===== config.mk =====
export PLATFORM = sky130hd
export DESIGN_NAME = ohcim_irq_mask_lists
export DESIGN_NICKNAME = d
export VERILOG_FILES = /design/src/ohcim_irq_mask_lists.v
export VERILOG_INCLUDE_DIRS = /design/src
export SDC_FILE = /design/constraint.sdc
export NUM_CORES = 1
export LEC_CHECK = 0
export ABC_AREA = 1
export BUFFER_PORTS_ARGS = -buffer_cell sky130_fd_sc_hd__buf_4
export CORE_MARGIN = 2
export CORE_UTILIZATION = 57
export CTS_CLUSTER_SIZE = 12
export DETAILED_ROUTE_END_ITERATION = 8
export PLACE_DENSITY = 0.95
export SYNTH_ARGS = -nofsm -noshare
export SYNTH_HDL_FRONTEND = slang
export SYNTH_SLANG_ARGS = --single-unit

===== constraint.sdc =====
create_clock -name sysClk -period 21.1 [get_ports sysClk]
set_input_delay 3.165 -clock sysClk [delete_from_list [all_inputs] [get_ports sysClk]]
set_output_delay 3.165 -clock sysClk [all_outputs]
set_load 0.05 [all_outputs]

===== src/ohcim_defs.vh =====
`ifndef OHCIM_DEFS_VH
`define OHCIM_DEFS_VH
// register offsets (byte addresses inside the operational window)
`define OHCIM_OFF_MASK_SET 8'h10
`define OHCIM_OFF_MASK_CLR 8'h14
`define OHCIM_OFF_COMM_BASE 8'h18
`define OHCIM_OFF_PER_CUR 8'h1c
`define OHCIM_OFF_CTL_HEAD 8'h20
`define OHCIM_OFF_CTL_CUR 8'h24
`define OHCIM_OFF_BULK_HEAD 8'h28
// interrupt enable layout
`define OHCIM_MASTER_BIT 31
`define OHCIM_EVENT_BITS 32'h4000007f
`define OHCIM_ENABLE_BITS 32'hc000007f
`define OHCIM_ENABLE_RESET 32'h00000000
// pointer layouts
`define OHCIM_COMM_BASE_BITS 32'hffffff00
`define OHCIM_ED_PTR_BITS 32'hfffffff0
`define OHCIM_PTR_RESET 32'h00000000
`endif


===== src/ohcim_irq_mask_lists.v =====
`timescale 1ns/100ps
`include "ohcim_defs.vh"

module ohcim_irq_mask_lists #(
  parameter AW = 8
) (
  // clock and reset
  input wire sysClk,
  input wire rst,
  input wire clkEn,
  input wire softReset,
  // register access port
  input wire regWrite,
  input wire regRead,
  input wire [AW-1:0] regAddr,
  input wire [31:0] regWdata,
  output reg [31:0] regRdata,
  // event status from status logic
  input wire [31:0] eventStatus,
  output reg irqRequest,
  // list engine side
  input wire initLoad,
  input wire [31:0] commControlHead,
  input wire [31:0] commBulkHead,
  input wire periodicDone,
  input wire [31:0] periodicNext,
  input wire controlDone,
  input wire [31:0] controlNext,
  input wire controlEnd,
  input wire controlListEnable,
  input wire controlListFilledFlag,
  output reg controlFilledClear,
  // pointer outputs to the list engine
  output reg [31:0] commBaseOut,
  output reg [31:0] periodicCurrentOut,
  output reg [31:0] controlHeadOut,
  output reg [31:0] controlCurrentOut,
  output reg [31:0] bulkHeadOut
);

  // ****************************************
  // register state
  // ****************************************
  reg [31:0] enable_reg;
  reg [31:0] enable_next;
  reg [31:0] commBase_reg;
  reg [31:0] perCur_reg;
  reg [31:0] ctlHead_reg;
  reg [31:0] ctlCur_reg;
  reg [31:0] ctlCur_next;
  reg [31:0] bulkHead_reg;
  reg [31:0] rdata_next;

  wire wrSet = regWrite && (regAddr == `OHCIM_OFF_MASK_SET);
  wire wrClr = regWrite && (regAddr == `OHCIM_OFF_MASK_CLR);
  wire wrBase = regWrite && (regAddr == `OHCIM_OFF_COMM_BASE);
  wire wrCtlCur = regWrite && (regAddr == `OHCIM_OFF_CTL_CUR);
  wire wrBulk = regWrite && (regAddr == `OHCIM_OFF_BULK_HEAD);

  // ****************************************
  // enable set/clear views
  // ****************************************
  always @* begin
    enable_next = enable_reg;
    if (wrSet) begin
      enable_next = enable_next | (regWdata & `OHCIM_ENABLE_BITS);
    end
    if (wrClr) begin
      enable_next = enable_next & ~(regWdata & `OHCIM_ENABLE_BITS);
    end
    enable_next = enable_next & `OHCIM_ENABLE_BITS;
  end

  // ****************************************
  // control current pointer
  // ****************************************
  always @* begin
    ctlCur_next = ctlCur_reg;
    // driver write honoured only while list disabled
    if (wrCtlCur && !controlListEnable) begin
      ctlCur_next = regWdata & `OHCIM_ED_PTR_BITS;
    end
    if (controlDone) begin
      ctlCur_next = controlNext & `OHCIM_ED_PTR_BITS;
    end
    if (controlEnd && controlListFilledFlag) begin
      ctlCur_next = ctlHead_reg;
    end
  end

  // ****************************************
  // read mux
  // ****************************************
  always @* begin
    rdata_next = 32'h00000000;
    if (regAddr == `OHCIM_OFF_MASK_SET || regAddr == `OHCIM_OFF_MASK_CLR) begin
      rdata_next = enable_reg;
    end else if (regAddr == `OHCIM_OFF_COMM_BASE) begin
      rdata_next = commBase_reg;
    end else if (regAddr == `OHCIM_OFF_PER_CUR) begin
      rdata_next = perCur_reg;
    end else if (regAddr == `OHCIM_OFF_CTL_HEAD) begin
      rdata_next = ctlHead_reg;
    end else if (regAddr == `OHCIM_OFF_CTL_CUR) begin
      rdata_next = ctlCur_reg;
    end else if (regAddr == `OHCIM_OFF_BULK_HEAD) begin
      rdata_next = bulkHead_reg;
    end
  end

  // ****************************************
  // interrupt enable register
  // ****************************************
  always @(posedge sysClk or posedge rst) begin
    if (rst) begin
      enable_reg <= `OHCIM_ENABLE_RESET;
    end else if (clkEn) begin
      if (softReset) begin
        enable_reg <= `OHCIM_ENABLE_RESET;
      end else begin
        enable_reg <= enable_next;
      end
    end
  end

  // ****************************************
  // communication area base
  // ****************************************
  always @(posedge sysClk or posedge rst) begin
    if (rst) begin
      commBase_reg <= `OHCIM_PTR_RESET;
    end else if (clkEn) begin
      if (softReset) begin
        commBase_reg <= `OHCIM_PTR_RESET;
      end else if (wrBase) begin
        commBase_reg <= regWdata & `OHCIM_COMM_BASE_BITS;
      end
    end
  end

  // ****************************************
  // periodic current pointer
  // ****************************************
  always @(posedge sysClk or posedge rst) begin
    if (rst) begin
      perCur_reg <= `OHCIM_PTR_RESET;
    end else if (clkEn) begin
      if (softReset) begin
        perCur_reg <= `OHCIM_PTR_RESET;
      end else if (periodicDone) begin
        perCur_reg <= periodicNext & `OHCIM_ED_PTR_BITS;
      end
    end
  end

  // ****************************************
  // control list head pointer
  // ****************************************
  always @(posedge sysClk or posedge rst) begin
    if (rst) begin
      ctlHead_reg <= `OHCIM_PTR_RESET;
    end else if (clkEn) begin
      if (softReset) begin
        ctlHead_reg <= `OHCIM_PTR_RESET;
      end else if (initLoad) begin
        ctlHead_reg <= commControlHead & `OHCIM_ED_PTR_BITS;
      end
    end
  end

  // ****************************************
  // control list current pointer
  // ****************************************
  always @(posedge sysClk or posedge rst) begin
    if (rst) begin
      ctlCur_reg <= `OHCIM_PTR_RESET;
    end else if (clkEn) begin
      if (softReset) begin
        ctlCur_reg <= `OHCIM_PTR_RESET;
      end else begin
        ctlCur_reg <= ctlCur_next;
      end
    end
  end

  // ****************************************
  // bulk list head pointer
  // ****************************************
  always @(posedge sysClk or posedge rst) begin
    if (rst) begin
      bulkHead_reg <= `OHCIM_PTR_RESET;
    end else if (clkEn) begin
      if (softReset) begin
        bulkHead_reg <= `OHCIM_PTR_RESET;
      end else if (initLoad) begin
        // init load beats a driver write
        bulkHead_reg <= commBulkHead & `OHCIM_ED_PTR_BITS;
      end else if (wrBulk) begin
        bulkHead_reg <= regWdata & `OHCIM_ED_PTR_BITS;
      end
    end
  end

  // ****************************************
  // interrupt request
  // ****************************************
  always @(posedge sysClk or posedge rst) begin
    if (rst) begin
      irqRequest <= 1'b0;
    end else if (clkEn) begin
      if (softReset) begin
        irqRequest <= 1'b0;
      end else begin
        irqRequest <= enable_reg[`OHCIM_MASTER_BIT] &&
          (|(eventStatus & enable_reg & `OHCIM_EVENT_BITS));
      end
    end
  end

  // ****************************************
  // filled flag clear pulse
  // ****************************************
  always @(posedge sysClk or posedge rst) begin
    if (rst) begin
      controlFilledClear <= 1'b0;
    end else if (clkEn) begin
      if (softReset) begin
        controlFilledClear <= 1'b0;
      end else begin
        controlFilledClear <= controlEnd && controlListFilledFlag;
      end
    end
  end

  // ****************************************
  // read data
  // ****************************************
  // held until the next read so software may sample late
  always @(posedge sysClk or posedge rst) begin
    if (rst) begin
      regRdata <= 32'h00000000;
    end else if (clkEn && regRead) begin
      regRdata <= rdata_next;
    end
  end

  // ****************************************
  // pointer copies to the list engine
  // ****************************************
  // registered so every output leaves a flip-flop; one cycle behind
  always @(posedge sysClk or posedge rst) begin
    if (rst) begin
      commBaseOut <= `OHCIM_PTR_RESET;
      periodicCurrentOut <= `OHCIM_PTR_RESET;
      controlHeadOut <= `OHCIM_PTR_RESET;
      controlCurrentOut <= `OHCIM_PTR_RESET;
      bulkHeadOut <= `OHCIM_PTR_RESET;
    end else if (clkEn) begin
      commBaseOut <= commBase_reg;
      periodicCurrentOut <= perCur_reg;
      controlHeadOut <= ctlHead_reg;
      controlCurrentOut <= ctlCur_reg;
      bulkHeadOut <= bulkHead_reg;
    end
  end

endmodule


==> impl_metrics.ini, run 1 <==
[status]
outcome = completed

[worst_setup_path]
cp-startpoint = clkEn
arrival_ns = 6.67
timing.rr.start = perCur_reg[14]$_DFFE_PP0P_
crit_type = in -> reg
cp.required_ns = 21.52
crit_fanout = 71
start_kind = input pin
endpoint_kind = register

[pwr]
leakagePower_uw = 0.00941
seq_power_share = 0.437
switchingPower_uw = 487
clockPowerShare = 0.372
comb_power_share = 0.191
max-vdd-ir-drop_mv = 0.0506
switching_share = 0.309
p_int_uw = 1090
p_per_area_nw_per_um2 = 87.5

[sta]
slew_viol_final = 0
hold_viol = 0
fin_setup_tns_ns = 0
final.period_utilization = 0.296
tightestPinTransition_ns = 1.16
rsz0062_at_grt = no
setup_viol = 0
fmax_mhz = 160
period_minus_slack_ns = 6.25
finalClockSkew_ns = 0.0114
relSlewSlack = 0.224

[logic_synthesis]
netlist_top_cells_area = dfrtp_1 (55%), nand2_1 (16%), o21ai_0 (6.3%)
synth_area_um2 = 14500
synth_seq_cells = 315
synth-seq-area-share = 0.545
yosysMostFrequentCell = nand2_1
async_flop_share = 1.00
synth_ff_type = dfrtp_1
syn_inst = 1760
synth_common_cells = nand2_1 (626), dfrtp_1 (315), o21ai_0 (182)
avgSynthCellArea_um2 = 8.22
synth_top_area_cell = dfrtp_1
synth_edf_count = 0
ys_types = 33
yosys_warnings = 0
synth_top_cell_area_share = 0.545

[floorplanning]
coreArea_um2 = 25000
pin_count = 406
fp-row-count = 58
initial_core_util = 0.578
die_h_um = 163
die_area_um2 = 26700
die_w_um = 163

[layout]
fin_cells = 2382
largest_reg_flops = 32
final_cell_area_um2 = 18000
utilization = 0.718
drive_gt1_frac = 0.214
fin_nets = 2246
max_flop_register = regRdata
area_delta_synth_final_pct = 24.4

[global_route]
grt_first_pass_wirelength_um = 78500
grt_overflow = 0
grt_max_degree = 110
grt_pass1_vias = 14263
antenna_found_initial = 2
grtUsageTotal = 0.388

[worst_hold_path]
min_path_type = reg -> reg
min_from = controlCurrentOut[27]$_DFFE_PP0P_

[clock_network]
cts_sinks = 315
cts.htree.levels = 2
cts_hold_buffers = 0
clockBufferDepth = 3
cts_resized = 0
cts_tree = built
clock_latency_ns = 0.51
root_buffer = clkbuf_16
cts_buffers = 34
path_clk_slew_ns = 0.06
cts_setup_buffers = 0

[drt]
via_per_inst = 6.11
wl_um = 52100
wl_per_cell_um = 21.9
ant_nets = 0
vias = 14545
firstDrtPassIters = 7
first_iter_violations = 1984
drcViolationCount = 0

[place]
dpl_cell_area_um2 = 16900
gp_congestion = 0.926
dp.cells = 2328
hpwl_um = 34800
portBuffers = 341

[run]
cap_viol_max_count = 0
final timing paths:
kind	end	slack [ns]	cells past startpoint
min in group asynchronous	commBase_reg[22]$_DFFE_PP0P_	2.69	2
worst max register to register	regRdata[14]$_DFFE_PP0P_	19.75	4
max in group asynchronous	periodicCurrentOut[17]$_DFFE_PP0P_	16.84	3
worst min register to register	controlCurrentOut[27]$_DFFE_PP0P_	0.47	2
worst min-delay path	controlCurrentOut[27]$_DFFE_PP0P_	0.47	2
worst max-delay path	bulkHead_reg[18]$_DFFE_PP0P_	14.85	8
routing by layer:
layer	track usage	part of all wire	up-vias
met5	0	0	-
met4	0.263	0.080	0
met1	0.484	0.35	6823
met2	0.601	0.45	1215
met3	0.0967	0.12	305
li1	-	-	6202
worst max-delay path, stage by stage:
cell	delay (ns)
buf_4	0.57
buf_4	0.75
nand2_1	0.48
nand2_2	0.56
o21bai_4	0.22
buf_4	0.53
nor2_1	0.08
a21oi_1	0.17
power groups by stage:
stage | Clock (uW) | Sequential (uW) | Combinational, uW
5_1_grt | 612 | 691 | 318
6_report | 586 | 687 | 301
4_1_cts | 585 | 686 | 298
2_1_floorplan | 0 | 777 | 104
3_5_place_dp | 0 | 695 | 295
3_3_place_gp | 0 | 693 | 288
area by class of cell:
type | count | area, um2
clock buffers | 47 | 1030
diodes | 2 | 5.00
fillers | 1805 | 7050
multi-input cells | 1225 | 5540
well taps | 330 | 413
clock inverters | 5 | 50.0
inverters | 104 | 403
flip-flops and latches | 315 | 7880
repair buffers | 354 | 2660
kinds of logic after synthesis:
logic type	count (synthesis)	share of synthesized area
other	1	0.000259
AO/OA/AOI/OAI	329	0.130
AND/OR/NAND/NOR	872	0.246
flip-flops	315	0.545
buffers and inverters	243	0.0785
placed cells by master, fill, tap and decap left out, types with 2 or more instances in the layout:
cell type and instances:
nand2_2 8, clkinv_2 4, or2_2 2, o21ai_2 5, clkbuf_1 3, a31oi_1 37, conb_1 24, o21ai_0 182
o32ai_1 3, nand3_1 166, a21oi_1 27, dfrtp_1 315, nand2_1 624, buf_4 354, nor2_2 3, nor2_1 56
clkbuf_16 37, clkbuf_8 7, nand3b_1 2, a21oi_2 6, inv_2 4, o211ai_1 25, inv_1 96, nand4_1 4
clkinv_1 2, o21ai_1 21, o21a_1 22, nor2_4 3, diode_2 2
per-stage QoR:
step	power [uW]	hold WS [ns]	setup slack (ns)
2_1_floorplan	880	0.442	9.22
3_3_place_gp	981	0.455	14.61
3_5_place_dp	990	0.460	14.51
4_1_cts	1570	0.474	15.00
5_1_grt	1620	0.486	14.67
6_report	1570	0.472	14.85
Power figures use the tool's default switching activity.
==> inputs of run 2 (changes only) <==
--- a/config.mk
+++ b/config.mk
@@ -9,10 +9,10 @@
 export ABC_AREA = 1
 export BUFFER_PORTS_ARGS = -buffer_cell sky130_fd_sc_hd__buf_4
 export CORE_MARGIN = 2
-export CORE_UTILIZATION = 57
+export CORE_UTILIZATION = 53
 export CTS_CLUSTER_SIZE = 12
 export DETAILED_ROUTE_END_ITERATION = 8
-export PLACE_DENSITY = 0.95
+export PLACE_DENSITY = 0.92
 export SYNTH_ARGS = -nofsm -noshare
 export SYNTH_HDL_FRONTEND = slang
 export SYNTH_SLANG_ARGS = --single-unit
==> constraint.sdc (replaced) <==
create_clock -name sysClk -period 5.8 [get_ports sysClk]
set_input_delay 0.87 -clock sysClk [delete_from_list [all_inputs] [get_ports sysClk]]
set_output_delay 0.87 -clock sysClk [all_outputs]
set_load 0.05 [all_outputs]
==> run 2 against run 1 <==
Against the previous run:
- non-clock buffer count grew 3
- first-iteration DRC count shrank 7.1%
- final area grew 0.17%
- utilization shrank 4.8 points
- worst hold slack lost 0.22 ns
- register-to-register slack lost 15 ns
- clock-buffer cell count grew 6
- cell count grew 0.76%
- combinational power grew to 3.6 times the previous value
- sequential cell count is the same
- sequential share of layout area shrank 0.073 points
- largest cell class unchanged
==> impl_metrics.ini, run 2 (synthesized netlist as in run 1, its figures left out) <==
[clock_network]
clockBufferDepth = 3
clock_latency_ns = 0.51
cts_resized = 0
cts_setup_buffers = 0
path_clk_slew_ns = 0.06
root_buffer = clkbuf_16
cts_tree = built
cts.htree.levels = 2
cts_hold_buffers = 0
cts_buffers = 34
cts_sinks = 315

[worst_setup_path]
timing.rr.start = perCur_reg[16]$_DFFE_PP0P_
start_kind = input pin
endpoint_kind = register
r2r_end = regRdata[16]$_DFFE_PP0P_
crit_type = in -> reg
r2r_setup_slack_ns = 4.63
r2r_cells = 4
arrival_ns = 3.95
cp.required_ns = 6.19
crit_fanout = 29

[global_route]
grtUsageTotal = 0.353
antenna_found_initial = 2
grt_max_degree = 109
grt_first_pass_wirelength_um = 77600
grt_overflow = 0
grt_pass1_vias = 13987

[sta]
rsz0062_at_grt = no
setup_ws_ns = 2.24
slew_viol_final = 0
hold_viol = 0
relSlewSlack = 0.208
setup_viol = 0
fin_setup_tns_ns = 0
period_minus_slack_ns = 3.56
tightestPinTransition_ns = 1.18
fmax_mhz = 281
finalClockSkew_ns = 0.0128
final.period_utilization = 0.613

[drt]
wl_per_cell_um = 21.3
wl_um = 51000
drcViolationCount = 0
vias = 14244
first_iter_violations = 1844
ant_nets = 0
firstDrtPassIters = 9
via_per_inst = 5.94

[pwr]
p_int_uw = 3930
p_per_area_nw_per_um2 = 317
leakagePower_uw = 0.00941
clockPowerShare = 0.371
max-vdd-ir-drop_mv = 0.189
seq_power_share = 0.438
comb_power_share = 0.191
switching_share = 0.311
switchingPower_uw = 1770
total_power_uw = 5710

[layout]
largest_reg_flops = 32
layout_commonest_cell = nand2_1
area_delta_synth_final_pct = 24.6
fin_nets = 2249
final_cell_mix = nand2_1 (624), buf_4 (357), dfrtp_1 (315), o21ai_0 (182), nand3_1 (166)
drive_gt1_frac = 0.214
nFillCells = 2123
max_flop_register = regRdata

[floorplanning]
die_h_um = 169
initial_core_util = 0.538
die_w_um = 169
die_area_um2 = 28600
coreArea_um2 = 26900
pin_count = 406
fp-row-count = 60

[run]
cap_viol_max_count = 0

[place]
hpwl_um = 35400
gp_congestion = 0.928
portBuffers = 341
pre_cts_ws_ns = 1.88

[status]
outcome = completed

[worst_hold_path]
min_path_type = in -> async
==> run 2: power by group through the flow <==
stage	clock, uW	sequential [uW]	combinational [uW]
after floorplan	0	2830	377
after global placement	0	2520	1050
after detailed placement	0	2530	1080
after CTS	2130	2490	1080
after global routing	2220	2510	1160
final	2120	2500	1090
==> run 2: area by class of cell <==
cell class | instances | area, um2 | area share
antenna | 2 | 5.00 | 0.000278
clock buffer | 53 | 1070 | 0.0592
clock inverter | 3 | 15.0 | 0.000834
inverter | 104 | 399 | 0.0222
multi-input combinational | 1225 | 5540 | 0.307
sequential | 315 | 7880 | 0.438
tap | 341 | 427 | 0.0237
timing repair buffer | 357 | 2680 | 0.149
==> run 2: worst max-delay path by stage <==
stage | from | end | slack [ns] | cells past startpoint
global placement | regAddr[7] | ctlCur_reg[4]$_DFFE_PP0P_ | 1.99 | 11
detailed placement | regAddr[7] | ctlCur_reg[16]$_DFFE_PP0P_ | 1.88 | 11
floorplan | rst | bulkHeadOut[10]$_DFFE_PP0P_ | 0.73 | 1
CTS | regAddr[7] | ctlCur_reg[11]$_DFFE_PP0P_ | 2.39 | 11
finish | regAddr[7] | ctlCur_reg[11]$_DFFE_PP0P_ | 2.24 | 11
global route | regAddr[6] | ctlCur_reg[13]$_DFFE_PP0P_ | 2.08 | 11
==> run 2: critical path, cell delays in order <==
cell and delay [ns]:
buf_4 0.12, inv_1 0.05, nand2_1 0.08, nor2_2 0.48
nand2_2 0.16, inv_2 0.46, nand3b_1 0.16, nand3_2 0.59
nand2_2 0.64, nand2_1 0.24, nand2_1 0.07
==> run 2: metal layers <==
metal / share of wire / track usage / vias up
met5: 0 / 0 / -
met4: 0.065 / 0.208 / 0
met3: 0.12 / 0.0919 / 237
met2: 0.45 / 0.543 / 1106
met1: 0.36 / 0.453 / 6688
li1: - / - / 6213
==> run 2: per-stage QoR <==
stage,util,cells,hold WS (ns),cell area [um2]
after floorplan,-,1783,0.442,14500
after global routing,0.670,2400,0.259,18000
after detailed placement,0.630,2342,0.460,16900
after CTS,0.670,2398,0.254,18000
after global placement,0.630,2342,0.455,16900
final,0.670,2400,0.255,18000
